## src/common/pmu_seq_pkg.sv

```systemverilog
// Shared types and constants for the power state sequencer.
// Assumes a single 50 MHz clock domain.
package pmu_seq_pkg;

  localparam int CLK_HZ = 50000000;
  localparam int NUM_OUT = 7;
  localparam int NUM_BUCK = 4;
  localparam int NUM_FAULT = 4;
  localparam int DLY_W = 16;
  localparam int SS_W = 16;
  localparam int VSET_W = 8;
  localparam int TRIG_W = 4;

  // Retry wait in the output fault state
  localparam int RETRY_MS = 100;
  localparam int RETRY_CYCLES = RETRY_MS * (CLK_HZ / 1000);

  // Trigger select codes: 0..6 another output, 7 input power good, 8 external pin
  localparam logic [TRIG_W-1:0] TRIG_VIN = 4'h7;
  localparam logic [TRIG_W-1:0] TRIG_EXT = 4'h8;

  // Fault bit positions
  localparam int FLT_OV = 0;
  localparam int FLT_UV = 1;
  localparam int FLT_TSD = 2;
  localparam int FLT_OC = 3;

  // Sleep choices per output
  localparam logic [1:0] SLP_FIRST = 2'h0;
  localparam logic [1:0] SLP_SECOND = 2'h1;
  localparam logic [1:0] SLP_OFF = 2'h2;

  // Input range selections
  localparam logic [1:0] RANGE_3V3 = 2'h0;
  localparam logic [1:0] RANGE_5V = 2'h1;
  localparam logic [1:0] RANGE_WIDE = 2'h2;

  typedef enum logic [4:0] {
    ST_COLD    = 5'h01,
    ST_ACTIVE  = 5'h02,
    ST_SLEEP   = 5'h04,
    ST_THERMAL = 5'h08,
    ST_FAULT   = 5'h10
  } pstate_t;

  // Analog monitor inputs
  typedef struct packed {
    logic vin_uvlo;
    logic vin_in_window;
    logic over_temp;
    logic [NUM_OUT-1:0] out_ov;
    logic [NUM_OUT-1:0] out_uv;
    logic [NUM_OUT-1:0] out_oc;
    logic [NUM_OUT-1:0] out_pgood;
  } monitor_t;

  // Control and configuration bits from the register file
  typedef struct packed {
    logic sleep_control_mode;
    logic sleep_enable;
    logic sleep_entry_cmd;
    logic thermal_shutdown_enable;
    logic overvoltage_fault_enable;
    logic undervoltage_fault_enable;
    logic voltage_scaling_enable;
    logic input_level_select;
    logic wide_range_fixed;
    logic [NUM_FAULT-1:0] fault_mask;
  } control_t;

endpackage

```

## src/design/out_channel.sv

```systemverilog
// One regulator output channel: trigger, turn-on delay, soft start, on.
// Assumes trigger and enables are synchronous to clk.
`timescale 1ns/1ps
`default_nettype none
module out_channel #(
  parameter int DLY_W = 16,
  parameter int SS_W = 16
) (
  // Clock and reset
  input wire logic clk,
  input wire logic nrst,
  // Control
  input wire logic enable,
  input wire logic no_sequence,
  input wire logic trigger,
  input wire logic [DLY_W-1:0] turn_on_delay,
  input wire logic [SS_W-1:0] soft_start,
  // Status
  output logic on,
  output logic ramp_done
);
  typedef enum logic [3:0] {
    CH_OFF  = 4'h1,
    CH_WAIT = 4'h2,
    CH_RAMP = 4'h4,
    CH_ON   = 4'h8
  } ch_state_t;

  ch_state_t state;
  ch_state_t next_state;
  logic [DLY_W-1:0] dly_cnt;
  logic [DLY_W-1:0] next_dly_cnt;
  logic [SS_W-1:0] ss_cnt;
  logic [SS_W-1:0] next_ss_cnt;

  // Next channel state
  always_comb begin
    next_state = state;
    next_dly_cnt = dly_cnt;
    next_ss_cnt = ss_cnt;
    case (state)
      CH_OFF: begin
        next_dly_cnt = '0;
        next_ss_cnt = '0;
        if (enable && no_sequence) begin
          next_state = CH_RAMP;
        end else if (enable && trigger) begin
          next_state = CH_WAIT;
        end
      end
      CH_WAIT: begin
        if (dly_cnt >= turn_on_delay) begin
          next_state = CH_RAMP;
        end else begin
          next_dly_cnt = dly_cnt + 1'b1;
        end
      end
      CH_RAMP: begin
        if (ss_cnt >= soft_start) begin
          next_state = CH_ON;
        end else begin
          next_ss_cnt = ss_cnt + 1'b1;
        end
      end
      CH_ON: next_state = CH_ON;
      default: next_state = CH_OFF;
    endcase
    if (!enable) begin
      next_state = CH_OFF;
    end
  end

  // Register channel state
  always_ff @(posedge clk) begin
    if (!nrst) begin
      state <= CH_OFF;
      dly_cnt <= '0;
      ss_cnt <= '0;
    end else begin
      state <= next_state;
      dly_cnt <= next_dly_cnt;
      ss_cnt <= next_ss_cnt;
    end
  end

  assign on = (state == CH_RAMP) || (state == CH_ON);
  assign ramp_done = (state == CH_ON);
endmodule // out_channel
`default_nettype wire

```

## src/design/pmu_power_sequencer.sv

```systemverilog
// Top level power state machine, sequencing, voltage selection and faults.
// Assumes all inputs are synchronous to clk; the serial port lives outside.
`timescale 1ns/1ps
`default_nettype none

// Overview of operation
// - Cold reset: regulators off, resets low
// - Cold reset restores volatile and programmed defaults
// - Leave cold reset when input in window
// - Input below lockout forces cold reset
// - Sequence from cold reset, not from sleep
// - Sleep follows per-output setpoint or off choice
// - Sleep transitions unordered but soft-started
// - Serial port off in sleep; pin wakes
// - Overtemperature enters thermal state, all off
// - Thermal enable gates entry; flag stays live
// - Output OV, or UV after ramp, faults
// - Retry active after 100 ms, forever
// - OV/UV enable bits gate fault entry
// - Overcurrent alone never enters fault state
// - Turn-on delay counted from trigger
// - Output waits for its assigned trigger
// - Bucks use first setpoint, second when chosen
// - Input range from wide and level bits
// - Flags live; unmasked faults set sticky bits
// - Interrupt releases after clear and read
// - Serial logic reset outside active, including sleep
// - Mode zero: pin moves sleep and active
module pmu_power_sequencer
  import pmu_seq_pkg::*;
#(
  parameter int RETRY_COUNT = RETRY_CYCLES
) (
  // Clock and reset
  input wire logic clk,
  input wire logic nrst,
  // Monitors and pins
  input wire pmu_seq_pkg::monitor_t mon,
  input wire logic sleep_control_pin,
  input wire logic external_power_good_pin,
  // Configuration
  input wire pmu_seq_pkg::control_t ctrl,
  input wire logic [pmu_seq_pkg::NUM_OUT*pmu_seq_pkg::TRIG_W-1:0] trigger_select,
  input wire logic [pmu_seq_pkg::NUM_OUT*pmu_seq_pkg::DLY_W-1:0] turn_on_delay,
  input wire logic [pmu_seq_pkg::NUM_OUT*pmu_seq_pkg::SS_W-1:0] soft_start,
  input wire logic [pmu_seq_pkg::NUM_OUT*2-1:0] sleep_choice,
  input wire logic [pmu_seq_pkg::NUM_BUCK*pmu_seq_pkg::VSET_W-1:0] buck_first_setpoint,
  input wire logic [pmu_seq_pkg::NUM_BUCK*pmu_seq_pkg::VSET_W-1:0] buck_second_setpoint,
  input wire logic fault_read,
  // Outputs
  output logic [pmu_seq_pkg::NUM_OUT-1:0] regulator_enable,
  output logic [pmu_seq_pkg::NUM_BUCK*pmu_seq_pkg::VSET_W-1:0] buck_target,
  output logic main_reset_out_n,
  output logic aux_reset_out_a_n,
  output logic aux_reset_out_b_n,
  output logic serial_reset_n,
  output logic defaults_load,
  output logic [1:0] input_range,
  output logic thermal_shutdown_flag,
  output logic [pmu_seq_pkg::NUM_FAULT-1:0] fault_flags,
  output logic [pmu_seq_pkg::NUM_FAULT-1:0] fault_bits,
  output logic irq_n,
  output var pmu_seq_pkg::pstate_t power_state
);
  import pmu_seq_pkg::*;

  pstate_t state;
  pstate_t next_state;
  logic [31:0] retry_cnt;
  logic [31:0] next_retry_cnt;
  logic sleep_pin_q;
  logic next_sleep_pin_q;
  logic from_sleep;
  logic next_from_sleep;
  logic [NUM_OUT-1:0] ch_on;
  logic [NUM_OUT-1:0] ch_done;
  logic [NUM_OUT-1:0] ch_enable;
  logic [NUM_OUT-1:0] ch_trigger;
  logic [NUM_OUT-1:0] next_reg_en;
  logic [NUM_BUCK*VSET_W-1:0] next_target;
  logic [NUM_FAULT-1:0] next_flags;
  logic [NUM_FAULT-1:0] next_fault_bits;
  logic [1:0] next_range;
  logic ov_hit;
  logic uv_hit;
  logic tsd_hit;
  logic pin_edge;
  logic outs_off;

  // Fault, thermal and sleep entry conditions, and outputs-off decode
  always_comb begin
    ov_hit = ctrl.overvoltage_fault_enable && (|(mon.out_ov & ch_on));
    uv_hit = ctrl.undervoltage_fault_enable && (|(mon.out_uv & ch_done));
    tsd_hit = ctrl.thermal_shutdown_enable && mon.over_temp;
    pin_edge = sleep_control_pin != sleep_pin_q;
    outs_off = (state != ST_ACTIVE) && (state != ST_SLEEP);
  end

  // Next power state
  always_comb begin
    next_state = state;
    next_retry_cnt = '0;
    next_from_sleep = from_sleep;
    next_sleep_pin_q = sleep_control_pin;
    case (state)
      ST_COLD: begin
        next_from_sleep = 1'b0;
        if (mon.vin_in_window && !mon.vin_uvlo) begin
          next_state = ST_ACTIVE;
        end
      end
      ST_ACTIVE: begin
        if (tsd_hit) begin
          next_state = ST_THERMAL;
        end else if (ov_hit || uv_hit) begin
          next_state = ST_FAULT;
        end else if (ctrl.sleep_enable && !ctrl.sleep_control_mode && pin_edge) begin
          next_state = ST_SLEEP;
        end else if (ctrl.sleep_enable && ctrl.sleep_control_mode && ctrl.sleep_entry_cmd) begin
          next_state = ST_SLEEP;
        end
        if (next_state == ST_SLEEP) begin
          next_from_sleep = 1'b1;
        end
      end
      ST_SLEEP: begin
        if (tsd_hit) begin
          next_state = ST_THERMAL;
        end else if (ov_hit || uv_hit) begin
          next_state = ST_FAULT;
        end else if (pin_edge) begin
          next_state = ST_ACTIVE;
        end
      end
      ST_THERMAL: begin
        next_from_sleep = 1'b0;
        if (!mon.over_temp || !ctrl.thermal_shutdown_enable) begin
          next_state = ST_ACTIVE;
        end
      end
      ST_FAULT: begin
        next_from_sleep = 1'b0;
        if (retry_cnt >= 32'(RETRY_COUNT - 1)) begin
          next_state = ST_ACTIVE;
        end else begin
          next_retry_cnt = retry_cnt + 32'h00000001;
        end
      end
      default: next_state = ST_COLD;
    endcase
    if (mon.vin_uvlo) begin
      next_state = ST_COLD;
    end
  end

  // Register power state
  always_ff @(posedge clk) begin
    if (!nrst) begin
      state <= ST_COLD;
      retry_cnt <= '0;
      from_sleep <= 1'b0;
      sleep_pin_q <= 1'b0;
    end else begin
      state <= next_state;
      retry_cnt <= next_retry_cnt;
      from_sleep <= next_from_sleep;
      sleep_pin_q <= next_sleep_pin_q;
    end
  end

  // Per-output enable and trigger selection
  always_comb begin
    for (int i = 0; i < NUM_OUT; i++) begin
      logic [TRIG_W-1:0] sel;
      logic [1:0] choice;
      sel = trigger_select[i*TRIG_W +: TRIG_W];
      choice = sleep_choice[i*2 +: 2];
      if (sel == TRIG_VIN) begin
        ch_trigger[i] = mon.vin_in_window;
      end else if (sel == TRIG_EXT) begin
        ch_trigger[i] = external_power_good_pin;
      end else if (sel < TRIG_W'(NUM_OUT)) begin
        ch_trigger[i] = mon.out_pgood[sel[2:0]];
      end else begin
        ch_trigger[i] = 1'b0;
      end
      if (state == ST_SLEEP) begin
        ch_enable[i] = (choice != SLP_OFF);
      end else begin
        ch_enable[i] = (state == ST_ACTIVE);
      end
    end
  end

  // One channel per regulator output
  for (genvar g = 0; g < NUM_OUT; g++) begin : g_ch
    out_channel #(
      .DLY_W(DLY_W),
      .SS_W(SS_W)
    ) u_ch (
      .clk(clk),
      .nrst(nrst),
      .enable(ch_enable[g]),
      .no_sequence(from_sleep),
      .trigger(ch_trigger[g]),
      .turn_on_delay(turn_on_delay[g*DLY_W +: DLY_W]),
      .soft_start(soft_start[g*SS_W +: SS_W]),
      .on(ch_on[g]),
      .ramp_done(ch_done[g])
    );
  end

  // Output enables, setpoints, range and faults
  always_comb begin
    next_reg_en = outs_off ? '0 : ch_on;
    for (int b = 0; b < NUM_BUCK; b++) begin
      logic use_second;
      use_second = 1'b0;
      if (state == ST_SLEEP) begin
        use_second = (sleep_choice[b*2 +: 2] == SLP_SECOND);
      end else if (state == ST_ACTIVE && ctrl.voltage_scaling_enable) begin
        use_second = external_power_good_pin;
      end
      next_target[b*VSET_W +: VSET_W] = use_second ?
        buck_second_setpoint[b*VSET_W +: VSET_W] :
        buck_first_setpoint[b*VSET_W +: VSET_W];
    end
    if (ctrl.wide_range_fixed) begin
      next_range = RANGE_WIDE;
    end else if (ctrl.input_level_select) begin
      next_range = RANGE_5V;
    end else begin
      next_range = RANGE_3V3;
    end
    next_flags = '0;
    next_flags[FLT_OV] = |(mon.out_ov & ch_on);
    next_flags[FLT_UV] = |(mon.out_uv & ch_done);
    next_flags[FLT_TSD] = mon.over_temp;
    next_flags[FLT_OC] = |(mon.out_oc & ch_on);
    // Set wins over read; read clears only cleared conditions
    next_fault_bits = fault_read ? (fault_bits & next_flags) : fault_bits;
    next_fault_bits = next_fault_bits | (next_flags & ~ctrl.fault_mask);
  end

  // Register outputs
  always_ff @(posedge clk) begin
    if (!nrst) begin
      regulator_enable <= '0;
      buck_target <= '0;
      main_reset_out_n <= 1'b0;
      aux_reset_out_a_n <= 1'b0;
      aux_reset_out_b_n <= 1'b0;
      serial_reset_n <= 1'b0;
      defaults_load <= 1'b1;
      input_range <= RANGE_3V3;
      thermal_shutdown_flag <= 1'b0;
      fault_flags <= '0;
      fault_bits <= '0;
      irq_n <= 1'b1;
      power_state <= ST_COLD;
    end else begin
      regulator_enable <= next_reg_en;
      buck_target <= next_target;
      main_reset_out_n <= !outs_off && (&ch_done);
      aux_reset_out_a_n <= !outs_off && (&ch_done);
      aux_reset_out_b_n <= !outs_off && (&ch_done);
      serial_reset_n <= (state == ST_ACTIVE);
      defaults_load <= (state == ST_COLD);
      input_range <= next_range;
      thermal_shutdown_flag <= mon.over_temp;
      fault_flags <= next_flags;
      fault_bits <= next_fault_bits;
      irq_n <= ~(|next_fault_bits);
      power_state <= state;
    end
  end
endmodule // pmu_power_sequencer
`default_nettype wire

```

## config.mk

```make
export PLATFORM = sky130hd
export DESIGN_NAME = pmu_power_sequencer
export DESIGN_NICKNAME = d
export VERILOG_FILES = /design/src/common/pmu_seq_pkg.sv /design/src/design/out_channel.sv /design/src/design/pmu_power_sequencer.sv
export SDC_FILE = /design/constraint.sdc
export NUM_CORES = 1
export LEC_CHECK = 0
export ABC_AREA = 1
export BUFFER_PORTS_ARGS = -buffer_cell sky130_fd_sc_hd__buf_2
export CAP_MARGIN = 20
export CORE_ASPECT_RATIO = 1.25
export CORE_MARGIN = 2
export CORE_UTILIZATION = 45
export DETAILED_ROUTE_END_ITERATION = 12
export GPL_ROUTABILITY_DRIVEN = 0
export PLACE_DENSITY = 0.63
export SYNTH_ARGS = -nofsm -noshare
export SYNTH_HDL_FRONTEND = slang
export SYNTH_HIERARCHICAL = 1
export SYNTH_SLANG_ARGS = --single-unit
export TNS_END_PERCENT = 5
```

## constraint.sdc

```tcl
create_clock -name clk -period 2.3 [get_ports clk]
set_input_delay 0.23 -clock clk [delete_from_list [all_inputs] [get_ports clk]]
set_output_delay 0.23 -clock clk [all_outputs]
set_load 0.01 [all_outputs]
```

; ---- After elaboration in Yosys (flattened, before gate mapping)
; Cells that the tools add are included.
[word_totals]
regBits = 350
word_cells = 418
[classes]
addsub = 15
magnitude_cmp = 29
n_eq_ne = 102
muxes = 131
n_bitwise = 10
n_reduce_logical = 94
[ops]
columns = operator, n
row1 = 16-bit case mux with 2 select lines, 14
row2 = "16-bit by 1-bit adder with 16-bit output, second input constant", 14
row3 = 16-bit >= comparator, 14
row4 = 16-bit two-way mux, 14
row5 = 4-bit two-way mux, 29
row6 = 4-bit case mux with 4 select lines, 7
row7 = "4-bit by 3-bit equality test with 1-bit output, second input constant", 14
row8 = "4-bit equality test, second input constant", 14
row9 = 5-bit two-way mux, 11
row10 = "2-bit inequality test, second input constant", 25
row11 = 2-bit AND reduction, 22
row12 = 1-bit two-way mux, 42
row13 = "32-bit by 1-bit adder with 32-bit output, second input constant", 1
row14 = "32-bit by 23-bit >= comparator with 1-bit output, second input constant", 1
row15 = 8-bit two-way mux, 4
row16 = 2-bit nonzero test, 15
row17 = "4-bit by 1-bit equality test with 1-bit output, second input constant", 7
row18 = "4-bit by 2-bit equality test with 1-bit output, second input constant", 7
row19 = "3-bit by 4-bit less-than comparator with 1-bit output, second input constant", 7
row20 = "4-bit by 3-bit less-than comparator with 1-bit output, second input constant", 7
row21 = "2-bit by 1-bit inequality test with 1-bit output, second input constant", 14
row22 = 1-bit logical AND, 25
row23 = 5-bit case mux with 5 select lines, 1
row24 = 7-bit AND, 3
row25 = 27 further kinds, 69

; ---- Logic depth before layout (Yosys ltp)
; Gate-level depths: netlist (run 1).
[depth]
depth_word = 12
mapped_depth = 17
ltp_nobuf = 17

; ---- Hierarchy
; The synthesis (run 1) kept the hierarchy.
[modules_own_cells]
columns = mod, instances, cells_per_inst, area_per_inst_um2, seq_area_each_um2
row1 = out_channel, 7, 495, 3168.0, 720.7
row2 = pmu_power_sequencer, 1, 664, 4645.7, 1941.9

; ---- Least setup slack after synthesis (run 1)
; Ideal clock, no wire load.
[synth_timing]
path_kind = register to register
start = register, netlist name state[1]
end = register g_ch[4].u_ch.state[1]
setup_time_ns = 0.064
t_arrival_ns = 1.586
required_ns = 2.236
setup_slack_ns = 0.650
stages_incl_launch_ff = 13
n_path_buf = 1
synth_period_minus_slack_ns = 1.650
path_cell_list = dfxtp_1 nor2_2 nand4_2 inv_2 buf_6 nor2_4 a31oi_1 a21oi_1 nand2_1 nand3_1 nand2_1 inv_1 nor2_1
[synth_lines]
columns = item, line_no
row1 = "end signal, assigned", out_channel.sv:80  ; state <= next_state;
row2 = "end, declared", out_channel.sv:29  ; ch_state_t state;

==> results of run 1 <==
## area by class of cell
class,count,area [um^2],share of cell area [%]
multi-input cells,3027,16740,52.65
diodes,11,27.53,0.08658
well taps,765,957.2,3.011
inverters,671,2544,8.000
flip-flops and latches,349,6987,21.97
repair buffers,543,3163,9.948
clock inverters,19,157.7,0.4958
clock buffers,57,1219,3.833
## Yosys cell counts (10+ instances only)
master	number	share of area, %
xor2_1	131	4.3
a21oi_2	70	2.3
nand2_1	887	12
buf_4	10	0.28
nand4_1	42	0.98
inv_1	635	8.9
a21oi_1	257	4.8
nand2_4	25	1.0
ha_1	239	11
dfxtp_1	349	26
inv_2	31	0.43
xnor2_1	17	0.56
nor2_2	32	0.75
nor3_1	69	1.3
nand2_2	71	1.7
a31oi_1	16	0.37
nor2_1	565	7.9
clkbuf_1	55	0.77
o21ai_0	101	1.9
nand3_1	394	7.4
## per-stage QoR
stage	worst slack, ps	power [mW]	setup TNS, ps	utilization, %	hold WS, ps
6_report	130.1	14.07	0	53.61	36.84
5_1_grt	-16.53	14.67	-61.71	53.58	60.33
4_1_cts	110.0	14.25	0	53.54	5.664
3_5_place_dp	245.3	7.410	0	50.07	404.0
3_3_place_gp	269.0	7.400	0	50.07	404.4
2_1_floorplan	650.4	6.797	0	-	302.0
## worst max-delay path, cell delays in order, from the launching register on
cell and delay, ps:
dfxtp_1 340, nor2_2 160, nand4_2 170, o21ai_4 330, nand2_4 190, o21ai_0 180
nor2_1 70, dlygate4sd3_1 580
## layer usage
metal	vias up	track usage, %	wire [um]
met1	12190	32.02	35290
met5	-	0	210
met3	137	5.199	4993
li1	14160	-	-
met2	598	45.30	38260
met4	32	6.419	1745
## worst max path at each step
stage / startpoint / to / cells past startpoint
2_1_floorplan: state[1]$_SDFFE_PP0P_ / g_ch[4].u_ch/state[1]$_SDFFE_PN0P_ / 12
3_3_place_gp: g_ch[5].u_ch/state[0]$_SDFFE_PN1P_ / irq_n$_SDFF_PN1_ / 13
3_5_place_dp: g_ch[5].u_ch/state[0]$_SDFFE_PN1P_ / irq_n$_SDFF_PN1_ / 13
4_1_cts: state[1]$_SDFFE_PP0P_ / buck_target[7]$_SDFF_PN0_ / 9
5_1_grt: state[1]$_SDFFE_PP0P_ / buck_target[1]$_SDFF_PN0_ / 9
6_report: state[2]$_SDFFE_PP0P_ / buck_target[20]$_SDFF_PN0_ / 7
## state kept, by name, indices dropped and copies added, names as in the netlist, 2 cells and up
register,cells
fault_bits,4
fault_flags,4
state,5
g_ch.u_ch/ss_cnt,112
buck_target,32
g_ch.u_ch/state,28
retry_cnt,32
g_ch.u_ch/dly_cnt,112
power_state,5
regulator_enable,7
input_range,2
## cell families (layout without fill, tap and decap cells)
| group | Yosys count | after routing | share of synthesized area [%] |
|---|---|---|---|
| AND/OR/NAND/NOR | 2136 | 2136 | 35.43 |
| other | 1 | 20 | 0.01398 |
| adder cells (fa/ha/maj) | 239 | 239 | 11.15 |
| XOR/XNOR | 148 | 148 | 4.833 |
| flip-flops | 349 | 349 | 26.05 |
| buffers and inverters | 761 | 1290 | 11.68 |
| AO/OA/AOI/OAI | 495 | 495 | 10.84 |
## power by group through the flow
stage / clock network [mW] / registers, mW / logic [mW]
floorplan: 0 / 6.27 / 0.529
global placement: 0 / 6.25 / 1.15
detailed placement: 0 / 6.25 / 1.16
CTS: 6.88 / 6.12 / 1.26
global route: 7.14 / 6.12 / 1.41
finish: 6.70 / 6.12 / 1.26
## what timing repair did
item,4_1_cts,5_1_grt
setup endpoints to repair,0,12
hold endpoints to repair,43,0
setup buffers,0,0
hold buffers,68,0
resized for setup,0,5
==> results.md, run 1 <==
* DP Cell Count at approximately 5300
* Hold Path End: fault_bits[1]$_SDFF_PN0_
* Worst flop-to-flop path startpoint: state[2]$_SDFFE_PP0P_
* Cell Area, Placed at 29700 um^2
* Max VDD drop at 0.4181 mV
* DIE HEIGHT at 277.0 um
* # Max-Cap Violations at 0
* Worst hold path type: primary input to register
* CP max FO at 9
* WS Path Type: register to register
* I/O Buffers at roughly 440
* Largest net degree at the start of global routing at 35
* Reg clk slew, reported paths at roughly 60 ps
* Worst Max-Slew Pin Slew at 781.5 ps
* DR vias/cell at 4.984
* Finished Cell Area at 31790 um^2
* Final setup violation count at 0
* Initial antenna violation count at 26
* Hold path startpoint: ctrl[1]
* Fin cells at 5442
* EDFF count, synth at 0
* Register bit total from synthesis at 349
* Vias in the first global route at 25790
* Post-Synthesis Cells at 4129
* CP endpoint kind: register
* Outcome: completed
* Hold Path Depth at 4
* DP HPWL at 63240 um
* Commonest non-fill, non-tap cell in the layout: nand2_1
* Clk Latency, worst-skew pair at 570 ps
* Die area at about 62000 um^2
* CTS tree: done
* Overall routed net length at 80500 um
* Unique masters post-synth at 53
* Initial DRC Count at 1461
* Root Buffer: clkbuf_16
* Sequential-to-total area share from yosys stat at 26.05%
* Final ANT Viol Nets at 0
* Sequential share of power at between 40% and 50%
* First-pass GRT wire length at 130000 um
* DRT Pass-1 Iters at 5
* DR vias at around 27000
* Asr flop ratio synth at 0%
* Fillers at between 6000 and 7000
* Gr usage total at 25.74%
* Relative slew slack at 47.45%
* Worst Skew at 18.10 ps
* Remaining Overflow, GRT at 0
* Critical R2R Capture: buck_target[20]$_SDFF_PN0_
* Fin nets at 5252
* Unrepaired setup endpoints after global routing: yes
* Hold Vio Cnt, Final at 0
* PD cells at 442.6 nW/um^2
* Routed WL per cell at roughly 15 um
* Sw Share at 24.72%
* CTS sink count at 349
* Syn Area/Cell at 6.496 um^2
* Num CTS Buffers at 42
* Synthesis Warnings at 6
* LEAKAGE at 14.53 nW
* Arrival @ worst endpoint at 2600 ps
* Minimum clock period at 2170 ps
* Worst Path Required at 2730 ps
* Clock Path Buffers at 3
* Psw at between 3 and 4 mW
* Top FF cell, synth: dfxtp_1
* Share of layout cells above drive strength 1 at 17.51%
* IO Pins at 440
* R2R Setup Slk at around 130 ps
* Pint at between 10 and 15 mW
* Area delta synth->final at 18.54%
* Worst-case reg-to-reg path depth at 7
* Initial Util at 45.23%
* Synthesized area at 26820 um^2
* Pins Over Slew Limit at 0
* Worst setup SP type: register
* Fin crit share at 94.34%
* Most frequent cells in the layout: nand2_1, inv_1, nor2_1
* Clock Power Share at 47.6%
* CORE AREA at 59310 um^2
* Die Wd at approximately 220 um
* H-tree depth at 2
* Cell Rows at 100
* FMAX at between 400 and 500 MHz
* Combinational power share at 8.9%
* # DRC at 0
Note: power is estimated with default switching activity, not from simulation.
==> inputs of run 2 (changes only) <==
Clock period 2.3 ns to 2.6 ns, I/O delays scaled along.
==> results.md, run 2 (same netlist as run 1, synthesis figures left out) <==
* Outcome: completed
* Postcts setup bufs at 0 (unchanged)
* Cell family with most CP delay: buffers and inverters
* CP bufs+invs at 3 (+2)
* Root Buffer: clkbuf_16
* Pins Over Slew Limit at 0 (unchanged)
* DRT Pass-1 Iters at 9 (+4)
* Gr usage total at 25.70% (-0.045 points)
* Worst hold path type: primary input to register
* DR vias at 27190 (+0.25%)
* Clk Latency, worst-skew pair at 580 ps (about the same)
* # DRC at 0 (unchanged)
* Reg clk slew, reported paths at 60 ps (about the same)
* Worst Skew at 21.12 ps (+3.025 ps)
* WS Path Type: register to register
* DP HPWL at 62870 um (-0.59%)
* CTS sink count at 349 (unchanged)
* Fin cells at 5423 (-0.35%)
* Remaining Overflow, GRT at 0 (unchanged)
* CP max FO at 12 (+3)
* Final ANT Viol Nets at 0 (unchanged)
* IO Pins at 440 (unchanged)
* Slowest CP cell: dlygate4sd3_1
* DR vias/cell at 5.014 (+0.60%)
* Largest net degree at the start of global routing at 34 (-2.9%)
* Fillers at 6145 (-0.34%)
* Most frequent cells in the layout: nand2_1, inv_1, nor2_1
* Arrival @ worst endpoint at 2880 ps (+280 ps)
* H-tree depth at 2 (unchanged)
* Commonest non-fill, non-tap cell in the layout: nand2_1
* Setup TNS Final at 0 ps (unchanged)
* LEAKAGE at 14.45 nW (-0.59%)
* Worst Max-Slew Pin Slew at 835.7 ps (+54.16 ps)
* Hold_ws at 19.47 ps (-17.37 ps)
* Critical Path Most Common Cell: nor2_1
* Die area at 61590 um^2 (unchanged)
* Minimum clock period at 2433 ps (+262.7 ps)
* Slowest stage delay, CP at 560 ps (-20 ps)
* Worst setup SP type: register
* # Max-Cap Violations at 0 (unchanged)
* FMAX at 411.1 MHz (-11%)
* CTS tree: done
* Relative slew slack at 43.81% (-3.6 points)
* Initial DRC Count at 1655 (+13%)
* DIE HEIGHT at 277.0 um (unchanged)
* Initial Util at 45.23% (unchanged)
* Max VDD drop at 0.3926 mV (-6.1%)
* Footprint of the multi-input gates at 16730 um^2 (about the same)
* Die Wd at 222.4 um (unchanged)
* Register area at 6987 um^2 (unchanged)
* DP Cell Count at 5269 (-0.34%)
* Cell Chain, Critical Path: nor2_2, nand4_2, clkinv_2, o21ai_0, nand2_4, clkinv_4, nor2_1, nor2_1, dlygate4sd3_1
* Share of layout cells above drive strength 1 at 16.96% (-0.55 points)
* Fin crit share at 93.56% (-0.78 points)
* Vias in the first global route at 25380 (-1.6%)
* Overall routed net length at 81230 um (+0.91%)
* First-pass GRT wire length at 128900 um (-0.81%)
* Largest regs: g_ch.u_ch/dly_cnt x112, g_ch.u_ch/ss_cnt x112
* Worst Path Required at 3040 ps (+310 ps)
* Final setup violation count at 0 (unchanged)
* PD cells at 401.6 nW/um^2 (-9.3%)
* Unrepaired setup endpoints after global routing: no
* CORE AREA at 59310 um^2 (unchanged)
* Num CTS Buffers at 42 (unchanged)
* Clock Path Buffers at 3 (unchanged)
* Fin nets at 5231 (-0.40%)
* Routed WL per cell at 14.98 um (+1.3%)
* Hold Vio Cnt, Final at 0 (unchanged)
* CP endpoint kind: register
* Area delta synth->final at 18.12%
* Cell Rows at 100 (unchanged)
* I/O Buffers at 439 (unchanged)
* Initial antenna violation count at 24 (-7.7%)
[run 2: cell types whose count changed in the layout (fill, tap and decap cells not counted), moves of 2 or more]
cell           previous run  this run
dlygate4sd3_1            68        65
bufinv_16                 2         5
clkinv_2                 13         6
buf_4                    36        17
nor2_2                   35        32
nor2_1                  562       565
clkbuf_8                  9         7
clkbuf_1                  5        14
[run 2: what timing repair did]
action,4_1_cts,5_1_grt
hold buffers,65,0
resized for setup,0,1
setup endpoints to repair,0,3
endpoints found under the hold margin,39,0
[run 2: metal layers]
layer / part of all wire [%] / GRT usage [%] / vias to the layer above
li1: - / - / 14130
met1: 43 / 31.83 / 12190
met2: 46 / 43.67 / 663
met3: 6.9 / 6.005 / 171
met4: 3.1 / 8.776 / 32
met5: 0.25 / 0 / -
[run 2: worst min-delay path, delay by kind of cell]
| family | cells | cell delay (ps) |
|---|---|---|
| and+or+nand+nor | 1 | 130 |
| buffers and inverters | 1 | 70 |
| AOI/OAI and AO/OA | 1 | 70 |
[run 2: worst paths after layout]
kind | start | endpoint | slack, ps | cells after the start
max | state[1]$_SDFFE_PP0P_ | buck_target[15]$_SDFF_PN0_ | 170 | 9
min reg2reg | retry_cnt[0]$_SDFF_PP0_ | retry_cnt[0]$_SDFF_PP0_ | 450 | 1
min | buck_second_setpoint[29] | buck_target[29]$_SDFF_PN0_ | 20 | 3
max reg2reg | state[1]$_SDFFE_PP0P_ | buck_target[15]$_SDFF_PN0_ | 170 | 9
[run 2: final cells by class]
| cell class | instances | area share (%) |
|---|---|---|
| multi-input cells | 3027 | 52.81 |
| flip-flops and latches | 349 | 22.05 |
| repair buffers | 522 | 9.502 |
| inverters | 671 | 8.017 |
| clock buffers | 64 | 3.866 |
| well taps | 765 | 3.021 |
| clock inverters | 13 | 0.6319 |
| diodes | 12 | 0.09478 |
[run 2: per-stage QoR]
| step | power [mW] | instance area (um^2) | util, % | setup WS, ps |
|---|---|---|---|---|
| after global placement | 6.545 | 29570 | 49.87 | 388.6 |
| after detailed placement | 6.554 | 29570 | 49.87 | 319.1 |
| after CTS | 12.88 | 31650 | 53.37 | 136.1 |
| final | 12.72 | 31680 | 53.42 | 167.5 |
| after global routing | 13.22 | 31660 | 53.39 | 49.20 |
| after floorplan | 6.013 | 26850 | - | 950.4 |
[run 2: power breakdown]
part           leakage, nW  switching [mW]  internal, mW  total, mW
sequential            2.82          0.0188          5.39       5.41
combinational         10.9           0.616         0.489       1.10
clock                0.696            2.46          3.75       6.21
